<file path="config.mk">
export PLATFORM = sky130hd
export DESIGN_NAME = csp_top
export DESIGN_NICKNAME = d
export VERILOG_FILES = /design/src/core/csp_ahb_slave.v /design/src/core/csp_clk_gen.v /design/src/core/csp_top.v
export VERILOG_INCLUDE_DIRS = /design/src /design/src/core
export SDC_FILE = /design/constraint.sdc
export NUM_CORES = 1
export LEC_CHECK = 0
export BUFFER_PORTS_ARGS = -buffer_cell sky130_fd_sc_hd__buf_2
export CORE_ASPECT_RATIO = 1.75
export CORE_MARGIN = 2
export CORE_UTILIZATION = 45
export CTS_CLUSTER_SIZE = 10
export DETAILED_ROUTE_END_ITERATION = 7
export PLACE_DENSITY_LB_ADDON = 0.25
export SYNTH_ARGS = -nofsm -noshare
export SYNTH_HDL_FRONTEND = slang
export SYNTH_SLANG_ARGS = --single-unit
</file>
<file path="constraint.sdc">
create_clock -name clock -period 1.84 [get_ports clock]
set_input_delay 0 -clock clock [delete_from_list [all_inputs] [get_ports clock]]
set_output_delay 0 -clock clock [all_outputs]
set_load 0.03 [all_outputs]
</file>
<file path="src/core/csp_defs.vh">
// Constants for the clocked serial port block
`ifndef CSP_DEFS_VH
`define CSP_DEFS_VH

// Register indices, byte address is four times the index
`define CSP_IDX_CTRL 16'hFF70
`define CSP_IDX_CFG 16'hFF71
`define CSP_IDX_SDLO 16'hFF72
`define CSP_IDX_SDHI 16'hFF73
`define CSP_IDX_MASK 16'hFFE3
`define CSP_IDX_FLAG 16'hFFF3

// Control register fields
`define CSP_CTRL_ESEL 0
`define CSP_CTRL_TRIG 1
`define CSP_CTRL_TXEN 2
// Config register fields
`define CSP_CFG_SRC_LO 0
`define CSP_CFG_SRC_HI 1
`define CSP_CFG_EDGE 2
`define CSP_CFG_ORDER 3
// Mask and flag bit
`define CSP_IRQ_BIT 0

// Clock source codes
`define CSP_SRC_SLAVE 2'h0
`define CSP_SRC_TIMER 2'h1
`define CSP_SRC_OSC_HALF 2'h2
`define CSP_SRC_OSC 2'h3

// Reset values and counts
`define CSP_RST_NIB 4'h0
`define CSP_RST_BYTE 8'h00
`define CSP_LAST_BIT 4'h7
`define CSP_PORT_IN 4'hF

`endif

</file>
<file path="src/core/csp_ahb_slave.v">
// AHB-Lite slave front end with one wait state per transfer
`timescale 1ns/1ns
module csp_ahb_slave
(
   input wire clock,
   input wire rst,
   input wire hsel,
   input wire [31:0] haddr,
   input wire [1:0] htrans,
   input wire hwrite,
   input wire hready,
   output reg hreadyout,
   output reg [15:0] idx_r,
   output wire wr_stb,
   output wire rd_stb
);

   reg phase_r;
   reg write_r;

   // Address phase capture, then one stalled data-phase cycle
   always @(posedge clock)
   begin
      if (rst)
      begin
         phase_r <= 1'b0;
         write_r <= 1'b0;
         idx_r <= 16'h0000;
         hreadyout <= 1'b1;
      end
      else if (phase_r)
      begin
         phase_r <= 1'b0;
         hreadyout <= 1'b1;
      end
      else if (hsel && htrans[1] && hready)
      begin
         phase_r <= 1'b1;
         write_r <= hwrite;
         idx_r <= haddr[17:2];
         hreadyout <= 1'b0;
      end
   end

   // Strobes land in the stalled cycle, hwdata already valid
   assign wr_stb = phase_r & write_r;
   assign rd_stb = phase_r & ~write_r;

endmodule // csp_ahb_slave

</file>
<file path="src/core/csp_clk_gen.v">
// Half-period tick generator for the master shift clock
`timescale 1ns/1ns
`include "csp_defs.vh"
module csp_clk_gen
(
   input wire clock,
   input wire rst,
   input wire [1:0] src_sel,
   input wire osc_edge,
   input wire tmr1_underflow,
   output reg tick_r
);

   reg osc_half_r;

   // Divides oscillator edges by two for the halved source
   always @(posedge clock)
   begin
      if (rst)
         osc_half_r <= 1'b0;
      else if (osc_edge)
         osc_half_r <= ~osc_half_r;
   end

   // Each tick during a transfer toggles the shift clock; halved oscillator source ticks on every second edge
   always @(posedge clock)
   begin
      if (rst)
         tick_r <= 1'b0;
      else
      begin
         case (src_sel)
            `CSP_SRC_OSC: tick_r <= osc_edge;
            `CSP_SRC_OSC_HALF: tick_r <= osc_edge & osc_half_r;
            `CSP_SRC_TIMER: tick_r <= tmr1_underflow;
            default: tick_r <= 1'b0;
         endcase
      end
   end

endmodule // csp_clk_gen

</file>
<file path="src/core/csp_top.v">
// Clocked 8-bit serial port with AHB-Lite register access
//
// Register access over AHB-Lite was chosen for this implementation.
`timescale 1ns/1ns
`include "csp_defs.vh"
module csp_top
#(
   parameter POS_POLARITY = 1'b0
)
(
   input wire clock,
   input wire rst,
   input wire hsel,
   input wire [31:0] haddr,
   input wire [1:0] htrans,
   input wire hwrite,
   input wire [2:0] hsize,
   input wire [31:0] hwdata,
   input wire hready,
   output reg [31:0] hrdata,
   output wire hreadyout,
   output reg hresp,
   input wire low_speed_osc_edge,
   input wire tmr1_underflow,
   input wire [3:0] port1_in,
   input wire [3:0] gpio_out,
   input wire [3:0] gpio_drive,
   output reg [3:0] port1_out_r,
   output reg [3:0] port1_oe_n_r,
   output reg irq_r
);

   // Bit that leaves the register next, per bit order
   function out_bit;
      input [7:0] sr;
      input msb_first;
      begin
         out_bit = msb_first ? sr[7] : sr[0];
      end
   endfunction

   // Shift one bit in at the far end, per bit order
   function [7:0] shift_in;
      input [7:0] sr;
      input din;
      input msb_first;
      begin
         shift_in = msb_first ? {sr[6:0], din} : {din, sr[7:1]};
      end
   endfunction

   // Converts an active level to the pin level
   function pin_level;
      input act;
      begin
         pin_level = POS_POLARITY ? act : ~act;
      end
   endfunction

   // Bus front end
   wire [15:0] idx;
   wire wr_stb;
   wire rd_stb;

   csp_ahb_slave u_bus
   (
      .clock(clock),
      .rst(rst),
      .hsel(hsel),
      .haddr(haddr),
      .htrans(htrans),
      .hwrite(hwrite),
      .hready(hready),
      .hreadyout(hreadyout),
      .idx_r(idx),
      .wr_stb(wr_stb),
      .rd_stb(rd_stb)
   );

   // Software-visible state
   reg esel_r;
   reg txen_r;
   reg [1:0] src_r;
   reg edge_r;
   reg order_r;
   reg mask_r;
   reg flag_r;
   reg flag_nxt;

   // Transfer state
   reg [7:0] sr_r;
   reg [7:0] sr_nxt;
   reg out_r;
   reg [3:0] cnt_r;
   reg run_r;
   reg act_r;
   reg seen_r;
   reg ready_r;
   reg ext_prev_r;

   // Master tick generator
   wire tick;

   csp_clk_gen u_clk
   (
      .clock(clock),
      .rst(rst),
      .src_sel(src_r),
      .osc_edge(low_speed_osc_edge),
      .tmr1_underflow(tmr1_underflow),
      .tick_r(tick)
   );

   // Register access decode
   wire wr_ctrl = wr_stb && (idx == `CSP_IDX_CTRL);
   wire wr_cfg = wr_stb && (idx == `CSP_IDX_CFG);
   wire wr_lo = wr_stb && (idx == `CSP_IDX_SDLO);
   wire wr_hi = wr_stb && (idx == `CSP_IDX_SDHI);
   wire wr_mask = wr_stb && (idx == `CSP_IDX_MASK);
   wire wr_flag = wr_stb && (idx == `CSP_IDX_FLAG);
   wire hi_touch = (wr_stb || rd_stb) && (idx == `CSP_IDX_SDHI);
   wire start = wr_ctrl && hwdata[`CSP_CTRL_TRIG];

   // Mode and clock edges
   wire master = (src_r != `CSP_SRC_SLAVE);
   wire ext_act = POS_POLARITY ? port1_in[2] : ~port1_in[2];

   // Master: leading edge only while running, so no ninth pulse
   wire lead_m = tick && run_r && !act_r;
   wire trail_m = tick && act_r;

   // Slave: edges count only during a transfer
   wire lead_s = run_r && ext_act && !ext_prev_r;
   wire trail_s = run_r && !ext_act && ext_prev_r;

   wire lead = master ? lead_m : lead_s;
   wire trail_any = master ? trail_m : trail_s;
   // A trailing edge before any leading edge is not a cycle
   wire trail = trail_any && seen_r && run_r;

   // Sample edge: leading edge if phase bit set, else trailing
   wire samp = edge_r ? lead : trail;

   // Transfer ends at eighth trailing edge, so last pulse completes
   wire done = trail && (cnt_r == `CSP_LAST_BIT);

   // Shift register next value
   always @*
   begin
      sr_nxt = sr_r;
      if (samp)
         sr_nxt = shift_in(sr_r, port1_in[0], order_r);
      if (wr_lo)
         sr_nxt[3:0] = hwdata[3:0];
      if (wr_hi)
         sr_nxt[7:4] = hwdata[3:0];
   end

   // Completion wins over a same-cycle write-one clear
   always @*
   begin
      flag_nxt = flag_r;
      if (wr_flag && hwdata[`CSP_IRQ_BIT])
         flag_nxt = 1'b0;
      if (done)
         flag_nxt = 1'b1;
   end

   // Configuration and control registers
   always @(posedge clock)
   begin
      if (rst)
      begin
         esel_r <= 1'b0;
         txen_r <= 1'b0;
         src_r <= `CSP_SRC_SLAVE;
         edge_r <= 1'b0;
         order_r <= 1'b0;
         mask_r <= 1'b0;
      end
      else
      begin
         if (wr_ctrl)
         begin
            esel_r <= hwdata[`CSP_CTRL_ESEL];
            txen_r <= hwdata[`CSP_CTRL_TXEN];
         end
         if (wr_cfg)
         begin
            src_r <= hwdata[`CSP_CFG_SRC_HI:`CSP_CFG_SRC_LO];
            edge_r <= hwdata[`CSP_CFG_EDGE];
            order_r <= hwdata[`CSP_CFG_ORDER];
         end
         if (wr_mask)
            mask_r <= hwdata[`CSP_IRQ_BIT];
      end
   end

   // Done flag, set and clear resolved above
   always @(posedge clock)
   begin
      if (rst)
         flag_r <= 1'b0;
      else
         flag_r <= flag_nxt;
   end

   // Shift register, pin history and output bit
   always @(posedge clock)
   begin
      if (rst)
      begin
         sr_r <= `CSP_RST_BYTE;
         out_r <= 1'b0;
         ext_prev_r <= 1'b0;
      end
      else
      begin
         sr_r <= sr_nxt;
         ext_prev_r <= ext_act;
         // Output changes on the leading edge of each cycle
         if (lead)
            out_r <= out_bit(sr_r, order_r);
      end
   end

   // Master clock toggles per tick, returns to idle
   always @(posedge clock)
   begin
      if (rst)
         act_r <= 1'b0;
      else if (lead_m)
         act_r <= 1'b1;
      else if (trail_m || !master)
         act_r <= 1'b0;
   end

   // Run flag and cycle count, one count per trailing edge
   always @(posedge clock)
   begin
      if (rst)
      begin
         cnt_r <= 4'h0;
         run_r <= 1'b0;
         seen_r <= 1'b0;
      end
      else if (start)
      begin
         run_r <= 1'b1;
         cnt_r <= 4'h0;
         seen_r <= 1'b0;
      end
      else
      begin
         if (lead)
            seen_r <= 1'b1;
         if (done)
         begin
            run_r <= 1'b0;
            cnt_r <= 4'h0;
         end
         else if (trail)
            cnt_r <= cnt_r + 4'h1;
      end
   end

   // Ready: set by trigger in slave mode, dropped by clock or high nibble access
   always @(posedge clock)
   begin
      if (rst)
         ready_r <= 1'b0;
      else if (start && !master)
         ready_r <= 1'b1;
      else if (hi_touch || (ext_act && run_r) || master)
         ready_r <= 1'b0;
   end

   // Register read data, captured for the data phase
   always @(posedge clock)
   begin
      if (rst)
      begin
         hrdata <= 32'h00000000;
         hresp <= 1'b0;
      end
      else if (rd_stb)
      begin
         case (idx)
            `CSP_IDX_CTRL: hrdata <= {28'h0000000, 1'b0, txen_r, run_r, esel_r};
            `CSP_IDX_CFG: hrdata <= {28'h0000000, order_r, edge_r, src_r};
            `CSP_IDX_SDLO: hrdata <= {28'h0000000, sr_r[3:0]};
            `CSP_IDX_SDHI: hrdata <= {28'h0000000, sr_r[7:4]};
            `CSP_IDX_MASK: hrdata <= {31'h00000000, mask_r};
            `CSP_IDX_FLAG: hrdata <= {31'h00000000, flag_r};
            default: hrdata <= 32'h00000000;
         endcase
      end
   end

   // Pin levels of shift clock and ready, per build polarity
   wire clk_lvl = pin_level(act_r);
   wire rdy_lvl = pin_level(ready_r);

   // Pin function mux, registered onto the pins
   reg [3:0] pin_nxt;
   reg [3:0] oe_n_nxt;

   always @*
   begin
      pin_nxt = gpio_out;
      oe_n_nxt = ~gpio_drive;
      if (esel_r)
      begin
         // Bit 0: serial input, never driven
         pin_nxt[0] = 1'b1;
         oe_n_nxt[0] = 1'b1;
         // Bit 1: serial output through tri-state
         pin_nxt[1] = out_r;
         oe_n_nxt[1] = ~txen_r;
         // Bit 2: shift clock, out in master, in in slave
         pin_nxt[2] = clk_lvl;
         oe_n_nxt[2] = ~master;
         // Bit 3: ready in slave, plain port in master
         if (!master)
         begin
            pin_nxt[3] = rdy_lvl;
            oe_n_nxt[3] = 1'b0;
         end
      end
   end

   // Output flops; ports released during reset
   always @(posedge clock)
   begin
      if (rst)
      begin
         port1_out_r <= `CSP_PORT_IN;
         port1_oe_n_r <= `CSP_PORT_IN;
         irq_r <= 1'b0;
      end
      else
      begin
         port1_out_r <= pin_nxt;
         port1_oe_n_r <= oe_n_nxt;
         irq_r <= flag_r && mask_r;
      end
   end

endmodule // csp_top

</file>
; ---- After elaboration in Yosys (flattened, before gate mapping)
; Index checks and enable logic that the tools add are counted.
[classes]
n_reduce_logical = 42
addsub = 1
mux = 23
n_eq_ne = 10
n_bitwise = 12
[ops]
columns = op, count
row1 = 16-bit == test (second input constant), 6
row2 = 4-bit one-hot mux with 6 select lines, 1
row3 = 1-bit logical AND, 23
row4 = 4-bit 2-to-1 mux, 4
row5 = 8-bit 2-to-1 mux, 2
row6 = 1-bit 2-to-1 mux, 15
row7 = 2-bit nonzero test, 7
row8 = 1-bit inverter, 8
row9 = 2-bit OR reduction, 3
row10 = 4-bit by 1-bit adder with 4-bit output (second input constant), 1
row11 = 2-bit == test (second input constant), 2
row12 = 4-bit by 3-bit == test with 1-bit output (second input constant), 1
row13 = 1-bit logical OR, 4
row14 = 4-bit inverter, 1
row15 = 1-bit bitwise AND, 3
row16 = 1-bit zero test, 3
row17 = 1-bit one-hot mux with 3 select lines, 1
row18 = 3-bit OR reduction, 1
row19 = 2-bit by 1-bit == test with 1-bit output (second input constant), 1
row20 = 2-bit AND reduction, 1
[totals]
inputBits = 88
elab_cells = 116
out_inout_bits = 43
register_bits = 88

; ---- Depth between registers and ports, before layout
[logic_depth]
depth_word = 8
ltp_mapped = 7
mapped_depth_nobuf = 5

; ---- Cells and area by module
; From an unflattened synthesis, not the netlist that was laid out.
[unflattened]
hier_cells = 331
area_unflattened_um2 = 3204.3
[modules_own_cells]
columns = mod, area_per_inst_um2, seq_area_each_um2, cells_per_inst, n_inst
row1 = csp_top, 2285.9, 780.7, 243, 1
row2 = csp_ahb_slave, 845.8, 380.4, 81, 1
row3 = csp_clk_gen, 72.6, 40.0, 7, 1

; ---- Worst setup path after synthesis
; No wires, ideal clock.
[synth_path]
path_kind = reg2reg
from = register u_bus.idx_r[1]
to = register edge_r
setup_ns = 0.128
arrival_time_ns = 1.535
path_buffers = 1
period_less_slack_ns = 1.662
slack_ns = 0.178
path_stages_with_launch = 7
required_ns = 1.712
cell_sequence = dfxtp_1 > buf_6 > or4b_4 > nor4_4 > nand2_2 > mux2i_1 > nor2_1
[synth_between]
elab_chain_cells = 2
[synth_lines]
columns = element, line_no
row1 = "start, declared", csp_ahb_slave.v:13  ; output reg [15:0] idx_r,
row2 = "start signal, assigned", csp_ahb_slave.v:40  ; idx_r <= haddr[17:2];
row3 = 16-bit == test, n/a
row4 = 1-bit logical AND, csp_top.v:116  ; wire wr_cfg = wr_stb && (idx == `CSP_IDX_CFG);
row5 = "end signal, assigned", csp_top.v:191  ; edge_r <= hwdata[`CSP_CFG_EDGE];
row6 = "end, declared", csp_top.v:84  ; reg edge_r;
; Every way passes these cells.
; A chain may end at the register's enable or synchronous reset.

; ---- Worst setup path after layout
[layout_path]
from = register src_r[1]
to = register sr_r[7]
[layout_between]
elab_chain_cells = 6
[layout_lines]
columns = element, line_no
row1 = "start, declared", csp_top.v:83  ; reg [1:0] src_r;
row2 = "start signal, assigned", csp_top.v:176  ; src_r <= `CSP_SRC_SLAVE;
row3 = "start signal, assigned", csp_top.v:190  ; src_r <= hwdata[`CSP_CFG_SRC_HI:`CSP_CFG_SRC_LO];
row4 = 2-bit nonzero test (no line) *, n/a
row5 = 1-bit 2-to-1 mux, csp_top.v:137  ; wire trail_any = master ? trail_m : trail_s;
row6 = 1-bit logical AND (2 in series), csp_top.v:139  ; wire trail = trail_any && seen_r && run_r;
row7 = 1-bit 2-to-1 mux *, csp_top.v:142  ; wire samp = edge_r ? lead : trail;
row8 = 2-bit nonzero test (no line) *, n/a
row9 = "end signal, assigned", csp_top.v:213  ; sr_r <= `CSP_RST_BYTE;
row10 = "end signal, assigned", csp_top.v:219  ; sr_r <= sr_nxt;
row11 = "end, declared", csp_top.v:91  ; reg [7:0] sr_r;
; Mark *: on every way between the ends. The rest lies on a longest branch, timed or not.

==> flow_metrics.py <==
metrics = {
    "critical_path": {
        "startpoint_type": "register",
        "path_class": "reg2reg",
        "required_ps": 2080,
        "path_max_fanout": 8,
        "crit_arrival_ps": 1920,
        "end_kind": "register",
    },
    "logic_synthesis": {
        "synth_edf_count": 0,
        "synthMuxAreaShare_pct": 6.191,
        "async_flop_share_pct": 0,
        "seq_area_frac_synth_pct": 41.27,
        "synth-xor-area-share_pct": 1.204,
        "synth_top_area_share_pct": 41.27,
        "syn_area_per_cell_um2": 8.387,
        "synth_cell_type_count": 51,
        "syn_area_um2": 2910,
        "yosys.area.top_type": "dfxtp_1",
        "yosysMostFrequentCell": "nand2_1",
        "yosys.area_share.simple_pct": 22.31,
        "synth_flop_cell": "dfxtp_1",
        "synth_compound_area_share_pct": 17.37,
        "ys_ff_latch": 60,
        "synth_area_leaders": "dfxtp_1, nand2_1, buf_4",
        "yosys_warnings": 0,
        "synth_common_cells": "nand2_1, dfxtp_1, a21oi_1",
        "synth_top_family_by_area": "simple AND/OR/NAND/NOR gates",
        "synthAdderAreaFrac_pct": 0.4299,
        "synthCells": 347,
    },
    "timing": {
        "setup_tns_ps": 0,
        "whs_ps": 92.88,
        "hold_viol": 0,
        "worstMarginPinSlew_ps": 1012,
        "skew_ps": 8.009,
        "slew_headroom_pct": 32.25,
        "rsz0062_at_grt": "false",
        "period_share_pct": 91.48,
        "max_freq_ghz": 0.5941,
        "maxSlewViolCount": 0,
        "finalCriticalPeriod_ps": 1683,
        "setup_viol": 0,
    },
    "place": {
        "place_area_um2": 3217,
        "finalWeightedCongestion": 0.9265,
        "portBuffers": 51,
        "dp.cells": 479,
        "hpwl_um": 5123,
    },
    "global_routing": {
        "grt_pass1_wl_um": 11800,
        "grtUsageMet1_pct": 22.02,
        "use_met3_pct": 4.264,
        "grt-ovfl-total": 0,
        "grt_use_met2_pct": 41.31,
        "grt_use_total_pct": 22.00,
        "grt_antenna_before_repair": 0,
        "grt_pass1_vias": 2608,
        "grt_max_degree": 19,
        "grt.busiest_layer": "met2",
    },
    "detailed_routing": {
        "wire_per_inst_um": 13.73,
        "avgViaCountPerCell": 5.092,
        "ant_nets": 0,
        "vias": 2704,
        "firstDrtPassIters": 4,
        "remaining_drc_errors": 0,
        "wl_um": 7288,
        "drt_iter0_drc": 204,
    },
    "clock_tree": {
        "cts_buffers": 9,
        "clock-sinks": 60,
        "cts_buffer_depth": 2,
        "cts.reportedPaths.clkPinSlew_ps": 60,
        "cts.htree.levels": 3,
        "worstSkewPairLatency_ps": 360,
        "cts_root_buf": "clkbuf_8",
        "cts_tree": "done",
    },
    "run_status": {
        "status": "completed",
    },
    "die": {
        "die_x_um": 64.79,
        "start_util_pct": 46.73,
        "num_rows": 38,
        "io_pins": 131,
        "dieArea_um2": 7152,
        "coreArea_um2": 6228,
        "fp.dieH_um": 110.4,
    },
    "layout": {
        "nets": 535,
        "nFillCells": 579,
        "post_route_cells_drive_above_1_share_pct": 22.62,
        "layout.cells.non_filler": 531,
        "area.sequential_um2": 1201,
        "diodes": 0,
        "final_area_um2": 3780,
        "layout-area-overhead-vs-synth_pct": 29.88,
        "multi_input_area_um2": 1494,
    },
    "flow_run": {
        "cap_violations": 0,
    },
    "min_path": {
        "min_path_type": "in2reg",
    },
    "pwr": {
        "p_leak_nw": 1.573,
        "power_density_nw_per_um2": 758.4,
        "ir_drop_uv": 580.6,
    },
}
==> what timing repair did <==
item                       4_1_cts  5_1_grt
gates resized for setup          0        1
hold endpoints to repair        45        0
setup buffers                    0        1
hold buffers                    35        0
setup endpoints to repair        0        4
==> metal layers <==
metal	vias up	share of wire, %
met5	-	0
met4	0	2.7
met3	15	4.7
met2	82	56
met1	1260	36
li1	1347	-
==> stage by stage <==
stage / util [%] / total power (W) / worst slack (ps)
floorplan: - / 0.001587 / 177.5
global placement: 51.65 / 0.001615 / 145.0
detailed placement: 51.65 / 0.001617 / 107.5
CTS: 60.53 / 0.002880 / 95.01
global route: 60.69 / 0.002966 / 33.19
finish: 60.69 / 0.002867 / 156.8
==> final timing paths <==
check                                       startpoint                      to  slack (ps)  cells after the start
worst max register to register   src_r[1]$_SDFFE_PP0P_    sr_r[7]$_SDFFE_PP0P_         160                      5
worst min-delay path                       port1_in[0]    sr_r[0]$_SDFFE_PP0P_          90                      5
worst max-delay path             src_r[1]$_SDFFE_PP0P_    sr_r[7]$_SDFFE_PP0P_         160                      5
worst min register to register  hrdata[3]$_SDFFE_PP0P_  hrdata[3]$_SDFFE_PP0P_         450                      2
==> cell usage in the layout, fill, tap and decap left out, types with 3 or more instances in the layout <==
| cell type | n |
|---|---|
| inv_1 | 11 |
| nand3_1 | 3 |
| mux2_2 | 5 |
| buf_4 | 18 |
| nand2_1 | 69 |
| dlygate4sd3_1 | 35 |
| mux2i_1 | 11 |
| clkbuf_8 | 11 |
| o21ai_1 | 3 |
| buf_2 | 51 |
| a21oi_1 | 35 |
| o211ai_1 | 20 |
| dfxtp_1 | 60 |
| o21ai_0 | 11 |
| nand4_1 | 7 |
| nor2_1 | 22 |
| conb_1 | 29 |
==> critical path, cell delays in order (launching register included) <==
cell and delay, ps:
dfxtp_1 490, o211ai_1 180, a211o_1 330, o21a_1 220, o211ai_1 240, a21oi_1 100
==> registers in the layout, indices dropped and copies added (netlist names), 2 cells and up <==
name,flops
port1_out_r,4
port1_oe_n_r,4
u_bus.idx_r,16
cnt_r,4
src_r,2
hrdata,4
sr_r,8
==> cells by family after synthesis <==
kind of cell | count (synthesis)
xor gates and xnor gates | 4
and+or+nand+nor | 127
adders and majority gates | 1
DFF | 60
AOI/OAI and AO/OA | 82
muxes | 17
other | 1
buffers and inverters | 55
==> report_power, final <==
group	switching, W	internal [W]	leakage (nW)	total, W
logic	0.000190	0.000116	0.983	0.000307
clock network	0.000524	0.000694	0.102	0.00122
registers	0.0000154	0.00133	0.488	0.00134
==> layout make-up <==
| class | instances | share of cell area, % |
|---|---|---|
| Clock buffer | 12 | 4.105 |
| Clock inverter | 4 | 1.258 |
| Inverter | 11 | 1.092 |
| Multi-Input combinational cell | 260 | 39.52 |
| Sequential cell | 60 | 31.78 |
| Tap cell | 80 | 2.648 |
| Timing Repair Buffer | 104 | 19.60 |
Note: power is estimated with default switching activity, not from simulation.
